$ cat src/rtl/adc_ctrl_params.svh
/*
 * Offsets, field positions and counts for the conversion control block.
 * Assumes inclusion by bare name from the design module and the testbench.
 */
`ifndef ADC_CTRL_PARAMS_SVH
`define ADC_CTRL_PARAMS_SVH
`define OFS_CTRL0 8'h00
`define OFS_CTRL1 8'h04
`define OFS_CTRL2 8'h08
`define OFS_RES_HI 8'h0C
`define OFS_RES_LO 8'h10
`define OFS_IRQ 8'h14
`define C0_EN 0
`define C0_GO 1
`define C0_CHS_LO 2
`define C0_CHS_HI 6
`define C0_RMD 7
`define C1_PREF_LO 0
`define C1_PREF_HI 1
`define C1_NREF 2
`define C1_CS_LO 4
`define C1_CS_HI 6
`define C1_FMT 7
`define C2_CHSN_LO 0
`define C2_CHSN_HI 3
`define C2_TRIG_LO 4
`define C2_TRIG_HI 7
`define IRQ_FLAG 0
`define IRQ_EN 1
`define REG_RST 8'h00
`define CONV_TADS 4'hF
`define INSTR_CLKS 3'h4
`define TRIG_RSVD 4'h3
`define TRIG_FIRST_PWM 4'h4
`define TRIG_LAST_PWM 4'hF
`define TRIG_GAP_LO 4'hA
`define TRIG_GAP_HI 4'hC
`endif

$ cat src/rtl/adc_ctrl_pkg.sv
/*
 * Types for the conversion control block.
 * Assumes adc_ctrl_params.svh is on the include path.
 */
package adc_ctrl_pkg;
  typedef enum logic [1:0] {ST_IDLE, ST_DELAY, ST_CONV} conv_state_t;
  typedef struct packed {
    logic sign;
    logic [11:0] mag;
  } core_result_t;
  typedef struct packed {
    logic power;
    logic start;
    logic abort;
    logic tick;
  } core_ctrl_t;
endpackage

$ cat src/rtl/adc_conversion_control.sv
/*
 * Conversion control around a 12-bit differential converter core: start,
 * completion, abort, done flag, sleep handling, auto trigger, result format.
 * Assumes an APB master on mclk, a converter core that presents its result
 * when the fifteenth conversion-clock tick is counted, and trigger and
 * internal-oscillator inputs that may be asynchronous to mclk.
 */
`include "adc_ctrl_params.svh"

module adc_conversion_control (
  input wire logic mclk,
  input wire logic rst_b,
  input wire logic psel,
  input wire logic penable,
  input wire logic pwrite,
  input wire logic [7:0] paddr,
  input wire logic [31:0] pwdata,
  output logic [31:0] prdata,
  output logic pready,
  output logic pslverr,
  input wire logic sleep_active,
  input wire logic frc_clk_in,
  input wire logic [15:0] trigger_events,
  input wire adc_ctrl_pkg::core_result_t core_result,
  output adc_ctrl_pkg::core_ctrl_t core_ctrl,
  output logic [4:0] pos_channel,
  output logic [3:0] neg_channel,
  output logic [2:0] ref_select,
  output logic conv_irq,
  output logic wake_req
);
  import adc_ctrl_pkg::*;

  // divider ratio minus one for the system-clock conversion clocks
  function automatic logic [5:0] div_last(input logic [2:0] cs);
    case (cs)
      3'h0: div_last = 6'h01;
      3'h4: div_last = 6'h03;
      3'h1: div_last = 6'h07;
      3'h5: div_last = 6'h0F;
      3'h2: div_last = 6'h1F;
      3'h6: div_last = 6'h3F;
      default: div_last = 6'h01;
    endcase
  endfunction

  function automatic logic trig_valid(input logic [3:0] sel);
    trig_valid = (sel != 4'h0) && (sel != `TRIG_RSVD)
      && !((sel >= `TRIG_GAP_LO) && (sel <= `TRIG_GAP_HI));
  endfunction

  logic [7:0] ctrl0_r;
  logic [7:0] ctrl1_r;
  logic [7:0] ctrl2_r;
  logic [7:0] res_hi_r;
  logic [7:0] res_lo_r;
  logic flag_r;
  logic irq_en_r;
  logic pwr_off_r;
  conv_state_t state_r;
  conv_state_t state_nxt;
  logic [5:0] div_r;
  logic [3:0] tad_r;
  logic [2:0] dly_r;
  logic [1:0] frc_sync_r;
  logic frc_prev_r;
  logic [15:0] trig_s1_r;
  logic [15:0] trig_s2_r;
  logic trig_prev_r;
  logic [31:0] prdata_r;

  // bus decode
  wire setup_ph = psel && !penable;
  wire wr_acc = psel && penable && pwrite;
  wire hit_c0 = paddr == `OFS_CTRL0;
  wire hit_c1 = paddr == `OFS_CTRL1;
  wire hit_c2 = paddr == `OFS_CTRL2;
  wire hit_hi = paddr == `OFS_RES_HI;
  wire hit_lo = paddr == `OFS_RES_LO;
  wire hit_irq = paddr == `OFS_IRQ;
  wire mapped = hit_c0 || hit_c1 || hit_c2 || hit_hi || hit_lo || hit_irq;
  wire wr_c0 = wr_acc && hit_c0;
  wire wr_c1 = wr_acc && hit_c1;
  wire wr_c2 = wr_acc && hit_c2;
  wire wr_hi = wr_acc && hit_hi;
  wire wr_lo = wr_acc && hit_lo;
  wire wr_irq = wr_acc && hit_irq;

  // control fields
  wire enable = ctrl0_r[`C0_EN];
  wire busy = ctrl0_r[`C0_GO];
  wire result_width_mode = ctrl0_r[`C0_RMD];
  wire result_format_select = ctrl1_r[`C1_FMT];
  wire [2:0] conv_clock_select = ctrl1_r[`C1_CS_HI:`C1_CS_LO];
  wire [3:0] trigger_source_select = ctrl2_r[`C2_TRIG_HI:`C2_TRIG_LO];
  wire frc_sel = conv_clock_select[1:0] == 2'b11;

  // conversion clock ticks
  wire frc_tick = frc_sync_r[1] && !frc_prev_r;
  wire div_tick = div_r == div_last(conv_clock_select);
  wire conv_tick = frc_sel ? frc_tick : div_tick;

  // trigger select and edge
  wire trig_sel_lvl = trig_valid(trigger_source_select)
    && trig_s2_r[trigger_source_select];
  wire trig_pulse = trig_sel_lvl && !trig_prev_r;

  // sleep, start, completion and abort decisions
  wire sleep_abort = sleep_active && !frc_sel;
  wire sw_go_set = wr_c0 && pwdata[`C0_GO] && !busy;
  wire sw_go_clr = wr_c0 && !pwdata[`C0_GO] && busy;
  wire hw_go_set = trig_pulse && !busy;
  wire go_set = (sw_go_set || hw_go_set) && enable && !pwr_off_r && !sleep_abort;
  wire conv_end = (state_r == ST_CONV) && conv_tick && (tad_r == `CONV_TADS - 4'h1);
  wire abort = busy && (sw_go_clr || sleep_abort || !enable);

  // result formatting
  wire [11:0] mag = result_width_mode ? {2'b00, core_result.mag[11:2]}
    : core_result.mag;
  wire [15:0] mag_ext = {4'h0, mag};
  wire [15:0] tc_val = core_result.sign ? (16'h0000 - mag_ext) : mag_ext;
  wire [15:0] sm_val = result_width_mode
    ? {core_result.mag[11:2], 5'h00, core_result.sign}
    : {core_result.mag, 3'h0, core_result.sign};
  wire [15:0] res_val = result_format_select ? tc_val : sm_val;

  // read mux
  wire [7:0] irq_rd = {6'h00, irq_en_r, flag_r};
  wire [7:0] rd_byte = hit_c0 ? ctrl0_r
    : hit_c1 ? {ctrl1_r[7:4], 1'b0, ctrl1_r[2:0]}
    : hit_c2 ? ctrl2_r
    : hit_hi ? res_hi_r
    : hit_lo ? res_lo_r
    : hit_irq ? irq_rd
    : 8'h00;

  always_comb begin
    state_nxt = state_r;
    unique case (state_r)
      ST_IDLE: begin
        if (go_set) begin
          state_nxt = frc_sel ? ST_DELAY : ST_CONV;
        end
      end
      ST_DELAY: begin
        if (abort) begin
          state_nxt = ST_IDLE;
        end else if (dly_r == `INSTR_CLKS - 3'h1) begin
          state_nxt = ST_CONV;
        end
      end
      ST_CONV: begin
        if (abort || conv_end) begin
          state_nxt = ST_IDLE;
        end
      end
    endcase
  end

  always_ff @(posedge mclk or negedge rst_b) begin
    if (!rst_b) begin
      state_r <= ST_IDLE;
    end else begin
      state_r <= state_nxt;
    end
  end

  // delay and conversion counters
  always_ff @(posedge mclk or negedge rst_b) begin
    if (!rst_b) begin
      dly_r <= 3'h0;
      tad_r <= 4'h0;
      div_r <= 6'h00;
    end else begin
      dly_r <= (state_r == ST_DELAY) ? dly_r + 3'h1 : 3'h0;
      div_r <= div_tick ? 6'h00 : div_r + 6'h01;
      if (state_r != ST_CONV) begin
        tad_r <= 4'h0;
      end else if (conv_tick) begin
        tad_r <= tad_r + 4'h1;
      end
    end
  end

  // synchronisers
  always_ff @(posedge mclk or negedge rst_b) begin
    if (!rst_b) begin
      frc_sync_r <= 2'b00;
      frc_prev_r <= 1'b0;
      trig_s1_r <= 16'h0000;
      trig_s2_r <= 16'h0000;
      trig_prev_r <= 1'b0;
    end else begin
      frc_sync_r <= {frc_sync_r[0], frc_clk_in};
      frc_prev_r <= frc_sync_r[1];
      trig_s1_r <= trigger_events;
      trig_s2_r <= trig_s1_r;
      trig_prev_r <= trig_sel_lvl;
    end
  end

  // control registers
  always_ff @(posedge mclk or negedge rst_b) begin
    if (!rst_b) begin
      ctrl0_r <= `REG_RST;
      ctrl1_r <= `REG_RST;
      ctrl2_r <= `REG_RST;
    end else begin
      if (wr_c0) begin
        ctrl0_r <= pwdata[7:0];
      end
      if (go_set) begin
        ctrl0_r[`C0_GO] <= 1'b1;
      end else if (conv_end || abort || (wr_c0 && pwdata[`C0_GO] && !busy)) begin
        ctrl0_r[`C0_GO] <= 1'b0;
      end
      if (wr_c1) begin
        ctrl1_r <= pwdata[7:0];
      end
      if (wr_c2) begin
        ctrl2_r <= pwdata[7:0];
      end
    end
  end

  // result pair
  always_ff @(posedge mclk or negedge rst_b) begin
    if (!rst_b) begin
      res_hi_r <= `REG_RST;
      res_lo_r <= `REG_RST;
    end else if (conv_end && !abort) begin
      res_hi_r <= res_val[15:8];
      res_lo_r <= res_val[7:0];
    end else if (go_set) begin
      res_hi_r <= 8'h00;
      res_lo_r <= 8'h00;
    end else begin
      if (wr_hi) begin
        res_hi_r <= pwdata[7:0];
      end
      if (wr_lo) begin
        res_lo_r <= pwdata[7:0];
      end
    end
  end

  // done flag, enable, sleep power-down
  always_ff @(posedge mclk or negedge rst_b) begin
    if (!rst_b) begin
      flag_r <= 1'b0;
      irq_en_r <= 1'b0;
      pwr_off_r <= 1'b0;
    end else begin
      if (conv_end && !abort) begin
        flag_r <= 1'b1;
      end else if (wr_irq) begin
        flag_r <= pwdata[`IRQ_FLAG];
      end
      if (wr_irq) begin
        irq_en_r <= pwdata[`IRQ_EN];
      end
      if (!sleep_active) begin
        pwr_off_r <= 1'b0;
      end else if ((conv_end && !irq_en_r) || sleep_abort) begin
        pwr_off_r <= 1'b1;
      end
    end
  end

  // bus read data, taken at setup
  always_ff @(posedge mclk or negedge rst_b) begin
    if (!rst_b) begin
      prdata_r <= 32'h0000_0000;
    end else if (setup_ph) begin
      prdata_r <= {24'h00_0000, rd_byte};
    end
  end

  assign prdata = prdata_r;
  assign pready = 1'b1;
  assign pslverr = psel && penable && !mapped;

  assign core_ctrl.power = enable && !pwr_off_r && !sleep_abort;
  assign core_ctrl.start = (state_r != ST_CONV) && (state_nxt == ST_CONV);
  assign core_ctrl.abort = abort && (state_r == ST_CONV);
  assign core_ctrl.tick = (state_r == ST_CONV) && conv_tick && !abort;
  assign pos_channel = ctrl0_r[`C0_CHS_HI:`C0_CHS_LO];
  assign neg_channel = ctrl2_r[`C2_CHSN_HI:`C2_CHSN_LO];
  assign ref_select = {ctrl1_r[`C1_NREF], ctrl1_r[`C1_PREF_HI:`C1_PREF_LO]};
  assign conv_irq = flag_r && irq_en_r;
  assign wake_req = sleep_active && flag_r && irq_en_r;
endmodule

$ cat config.mk
export PLATFORM = sky130hd
export DESIGN_NAME = adc_conversion_control
export DESIGN_NICKNAME = d
export VERILOG_FILES = /design/src/rtl/adc_ctrl_pkg.sv /design/src/rtl/adc_conversion_control.sv
export VERILOG_INCLUDE_DIRS = /design/src /design/src/rtl
export SDC_FILE = /design/constraint.sdc
export NUM_CORES = 1
export LEC_CHECK = 0
export BUFFER_PORTS_ARGS = -buffer_cell sky130_fd_sc_hd__buf_2
export CAP_MARGIN = 20
export CORE_UTILIZATION = 35
export CTS_BUF_LIST = sky130_fd_sc_hd__clkbuf_8
export DETAILED_ROUTE_END_ITERATION = 7
export PLACE_DENSITY = 0.54
export SYNTH_ARGS = -nofsm -noshare
export SYNTH_HDL_FRONTEND = slang
export SYNTH_SLANG_ARGS = --single-unit
export TNS_END_PERCENT = 10
$ cat constraint.sdc
create_clock -name mclk -period 6.7 [get_ports mclk]
set_input_delay 0.335 -clock mclk [delete_from_list [all_inputs] [get_ports mclk]]
set_output_delay 0.335 -clock mclk [all_outputs]
set_load 0.01 [all_outputs]
# After elaboration in Yosys (flattened, before gate mapping)
# Index checks and enable logic that the tools add are counted.
# Widths: inputs -> output; s select.
dict set report totals {
  ff_bits 102
  inputBits 76
  output_inout_bits 52
  word_cells 153
}
dict set report classes {
  addsub 4
  order_cmp 3
  n_eq_ne 20
  n_mux 37
  reduce_logical 70
}
# op count
set ops {}
lappend ops {{$mux 8} 11}
lappend ops {{$logic_and 1x1->1} 38}
lappend ops {{$mux 16} 2}
lappend ops {{$pmux 6 s5} 1}
lappend ops {{$eq 8x4->1 const B} 2}
lappend ops {{$eq 8x5->1 const B} 2}
lappend ops {{$mux 2} 7}
lappend ops {{$logic_not 1->1} 13}
lappend ops {{$sub 1x12->13 const A} 1}
lappend ops {{$mux 12} 1}
lappend ops {{$mux 6} 2}
lappend ops {{$logic_or 1x1->1} 11}
lappend ops {{$eq 3x3->1 const B} 3}
lappend ops {{$reduce_bool 3->1} 3}
lappend ops {{$eq 8x3->1 const B} 1}
lappend ops {{$logic_not 8->1} 1}
lappend ops {{$mux 1} 8}
lappend ops {{$mux 4} 2}
lappend ops {{$add 6x1->6 const B} 1}
lappend ops {{$eq 2x2->1 const B} 3}
lappend ops {{$eq 3x2->1 const B} 2}
lappend ops {{$eq 6x6->1} 1}
lappend ops {{$pmux 2 s3} 1}
lappend ops {{$lt 4x5->1 const B} 1}
lappend ops {{other kinds (15)} 16}

# Depth between registers and ports, before layout
dict set report depth {
  word_depth 15
  depth_mapped 10
  depth_no_buf 7
}

# Worst setup path after synthesis
# Ideal clock, no wire load.
dict set report synth_timing {
  path_type {reg-to-reg}
  from {register ctrl0_r[7]}
  to {register res_hi_r[0]}
  arrival_ns 2.703
  required_time_ns 6.575
  path_slack_ns 3.871
  path_stages_with_launch 11
  cell_sequence {dfrtp_1 clkbuf_1 clkbuf_1 buf_1 mux2i_1 ha_1 o2111ai_1 o21ai_0 xor2_1 mux2_2 mux2_4}
}
dict set report synth_between {
  elab_chain_len 5
}
# element line_no
set synth_rtl {}
lappend synth_rtl {{start: declaration} adc_conversion_control.sv:52} ;# logic [7:0] ctrl0_r;
lappend synth_rtl {{start signal: assignment} adc_conversion_control.sv:205} ;# ctrl0_r <= `REG_RST;
lappend synth_rtl {{start signal: assignment} adc_conversion_control.sv:210} ;# ctrl0_r <= pwdata[7:0];
lappend synth_rtl {{$mux 12 *} adc_conversion_control.sv:118} ;# wire [11:0] mag = result_width_mode ? {2'b00, core_result.mag[11:2]}
lappend synth_rtl {{$sub 1x12->13} adc_conversion_control.sv:121} ;# wire [15:0] tc_val = core_result.sign ? (16'h0000 - mag_ext) : mag_ext;
lappend synth_rtl {{$mux 16 *} adc_conversion_control.sv:121}
lappend synth_rtl {{$mux 16 *} adc_conversion_control.sv:125} ;# wire [15:0] res_val = result_format_select ? tc_val : sm_val;
lappend synth_rtl {{$mux 8 *} adc_conversion_control.sv:231} ;# end else if (conv_end && !abort) begin
lappend synth_rtl {{end signal: assignment} adc_conversion_control.sv:229} ;# res_hi_r <= `REG_RST;
lappend synth_rtl {{end signal: assignment} adc_conversion_control.sv:232} ;# res_hi_r <= res_val[15:8];
lappend synth_rtl {{end signal: assignment} adc_conversion_control.sv:239} ;# res_hi_r <= pwdata[7:0];
lappend synth_rtl {{end: declaration} adc_conversion_control.sv:55} ;# logic [7:0] res_hi_r;
# Mark *: on every way between the ends. The rest lies on a longest branch, timed or not.
# A chain may end at the register's enable or synchronous reset.

==> Flow_metrics.wiki <==
{| class="wikitable"
! Metric !! Value
|-
| Standard-cell rows || between 40 and 50
|-
| H-tree depth reported by CTS || 3
|-
| HP Class || input port to flip-flop
|-
| Wire length of the first global-routing pass || about 21 mm
|-
| Gp weighted congestion || between 0.7 and 0.8
|-
| Core region area || between 0.015 and 0.02 sq mm
|-
| Internal power contribution || roughly 870 uW
|-
| Clock Pin Slew Worst Setup and Hold Paths || 120 ps
|-
| # port buffers || 77
|-
| Max-cap violations || 0
|-
| Required time reported for the critical path endpoint || ~6400 ps
|-
| Flip-flop and latch count after synthesis || between 90 and 100
|-
| Num CTS Buffers || 9
|-
| Synth unique cells || 60
|-
| Pin count of the biggest net entering global routing || between 70 and 80
|-
| Final routed wirelength across all metal layers || 13.1 mm
|-
| Sequential element share of the synthesized area || between 40% and 50%
|-
| Boundary Pins || between 100 and 150
|-
| Launching element type of the critical path || flip-flop
|-
| Number of global-route vias before repair || about 4000
|-
| Final slew viol count || 0
|-
| Fraction of final layout cells sized beyond drive strength 1 || about a quarter
|-
| Total power divided by cell area || 208 mW/mm^2
|-
| Start-to-end type of the worst setup path || flip-flop to output pin
|-
| Placed Area || a little under 0.006 sq mm
|-
| Area of the die || 0.0163 sq mm
|-
| Worst-path fanout max || 13
|-
| Leakage power || slightly below 0.003 uW
|-
| Number of instances resized during post-cts repair || 0
|-
| Clock period minus final worst setup slack || between 3000 and 4000 ps
|-
| Final std cell area, no fill || about 0.0061 sq mm
|-
| Filler cell count || approximately 1500
|-
| Drt via density || approximately 5.0
|-
| Final setup skew || around 16 ps
|-
| Final setup violation count || 0
|-
| Drt wl/cell || between 15 and 20 um
|-
| Summed negative setup slack over all endpoints || 0 ps
|-
| Detailed Route Iter0 Violations || between 200 and 250
|-
| Reg area || roughly 0.0025 sq mm
|-
| CTS tree || yes
|-
| Net switching fraction of the power || 32.0%
|-
| EDFF count, synth || 0
|-
| Later-pin clock latency in the skew report || ~400 ps
|-
| Root Buffer Master || clkbuf_8
|-
| Synthesis warning total || 0
|-
| Leading cell type by number of instances after synthesis || dfrtp_1
|-
| HPWL after DPL || between 9 and 10 mm
|-
| Post-Syn Area || between 0.005 and 0.006 sq mm
|-
| Area of combinational cells with multiple inputs || 0.00268 sq mm
|-
| Transition time at the pin with the least slew margin || roughly 950 ps
|-
| Worst rel slew slack || between 30% and 40%
|-
| Fin. Hold Viols || 0
|-
| Residual DRC count || 0
|-
| RSZ-0062 raised after global routing || no
|-
| Cell type contributing the most total cell area after synthesis || dfrtp_1
|-
| ANT cells || 0
|-
| Tcrit/Tclk final || 51.7%
|-
| Most used DFF post-synth || dfrtp_1
|-
| # nets final || 668
|-
| Asr flop ratio synth || 100%
|-
| Starting Density || 36.1%
|-
| Floorplan die width || about 130 um
|-
| Highest attainable clock frequency || around 0.29 GHz
|-
| Number of antenna violations at the first check in global routing || 1
|-
| Status || complete, no violations
|-
| Syn-to-layout area delta || 11.1%
|-
| Number of detailed-route iterations in the first pass || 4
|-
| Tot GR Track Use || about 17%
|-
| Cell-by-cell listing of the critical path || and2_1 > o21ai_0 > a2bb2oi_1 > a311oi_1 > o211ai_1 > a211oi_2 > buf_2
|-
| Sink count of the clock tree || a little under 100
|-
| Height of the die || 128 um
|-
| Pre-CTS setup slack || about 3500 ps
|-
| Cell at the slowest stage of the critical path || o21ai_0
|-
| Gate Count Post-Synth || ~530
|-
| VDD IR max || 85.6 uV
|-
| Share of total power in combinational logic || 16.8%
|-
| Share of power burned in the clock network || 31.9%
|-
| Critical Path Max Stage Delay || around 570 ps
|-
| Post CTS Setup Buffer Count || 0
|-
| Total via count in the routed design || between 4000 and 5000
|-
| NetSw || 408 uW
|-
| Deepest clock path buffer count || 2
|-
| Worst Setup Slack, final || 3240 ps
|-
| Flop pwr share || between 50% and 60%
|-
| Final ANT Viol Nets || 0
|-
| Top area cells in the synthesized netlist || dfrtp_1, mux2i_1, mux2_2, buf_4, nor2_1
|-
| Global route total overflow || 0
|-
| Type of destination of the critical path || output pin
|-
| Arrival time of the worst setup path || 3130 ps
|-
| Mean post-synth cell area || between 10 and 15 sq um
|-
| Synth top cells by count || dfrtp_1, mux2i_1, buf_4, nor2_1, mux2_2
|-
| Share of the synthesized area in the top cell type || between 40 and 50%
|}
-- power groups by stage --
stage                     Clock (uW)  Combinational (uW)  Sequential, uW
after floorplan                    0                 166             653
after global placement             0                 206             664
after detailed placement           0                 212             666
after CTS                        422                 213             654
after global routing             445                 240             658
final                            407                 214             654
-- per-layer routing --
metal  wire length [um]  vias up  global-route usage [%]
li1                   -     1923                       -
met5                 13        -                       0
met1               6260     1958                    24.1
met4                207        2                    6.23
met3                754       18                    3.46
met2               5820      136                    25.4
-- layout by cell type, fill, tap and decap left out, types with 5 or more instances in the layout --
cell type / n
and3_1: 6
inv_1: 18
nand2_1: 29
a21oi_1: 25
xor2_1: 7
nor2b_1: 8
and2_1: 6
o211ai_1: 9
or2_2: 5
dfrtp_1: 99
mux2i_1: 41
mux2_2: 31
nor3_1: 8
ha_1: 8
o21ai_0: 28
clkbuf_8: 9
nand3_1: 11
buf_2: 76
nor2_1: 38
conb_1: 25
xnor2_1: 10
-- final cells by class --
class,count,area share (%)
Multi-Input combinational cell,373,43.6
Sequential cell,99,40.3
Timing Repair Buffer,83,7.16
Tap cell,211,4.29
Clock buffer,9,2.02
Clock inverter,7,1.49
Inverter,18,1.10
-- sequential cells by signal, indices dropped and copies added (netlist names), 3 cells and up --
register,cells
prdata,8
tad_r,4
ctrl0_r,8
res_lo_r,8
res_hi_r,8
ctrl2_r,8
ctrl1_r,7
trig_s1_r,15
div_r,6
trig_s2_r,15
dly_r,3
-- timing repair --
action                                  in CTS  in global routing
endpoints found under the setup margin       0                  0
hold buffers                                 1                  2
hold endpoints to repair                    27                  2
-- final timing paths --
| check | slack, ps | depth (start not counted) | from | to |
|---|---|---|---|---|
| max in group asynchronous | 5030 | 3 | rst_b | res_hi_r[6] |
| min in group asynchronous | 420 | 2 | rst_b | trig_s1_r[5] |
| worst max-delay path | 3240 | 7 | ctrl1_r[4] | core_ctrl[2] |
| worst min register to register | 360 | 0 | trig_s1_r[7] | trig_s2_r[7] |
| worst max register to register | 3800 | 7 | ctrl0_r[7] | res_hi_r[5] |
| worst min-delay path | 30 | 1 | trigger_events[3] | trig_s1_r[3] |
-- kinds of logic (layout without fill, tap and decap cells) --
kind of cell	Yosys count	after routing	synth area share, %
multiplexers	80	80	16.4
AND/OR/NAND/NOR	141	141	13.7
XOR/XNOR	17	17	2.69
AO/OA/AOI/OAI	102	102	12.1
adder cells (fa/ha/maj)	8	8	1.81
flip-flops	99	99	44.8
buffers and inverters	80	117	8.34
other	2	25	0.136
-- worst max-delay path: cells and delay by family (launching register included) --
kind,cells,cell delay [ps]
AO/OA/AOI/OAI,5,1740
AND/OR/NAND/NOR,1,280
buffers and inverters,1,160
flip-flops,1,540
-- per-stage QoR --
stage	hold WS (ps)	std cells	utilization [%]	power [uW]
floorplan	39.4	552	-	820
global placement	254	781	38.5	870
detailed placement	268	781	38.5	877
CTS	7.14	798	40.0	1290
global route	0.542	800	40.1	1340
finish	33.0	800	40.1	1280
No activity file was read; power rests on OpenSTA's default activity.
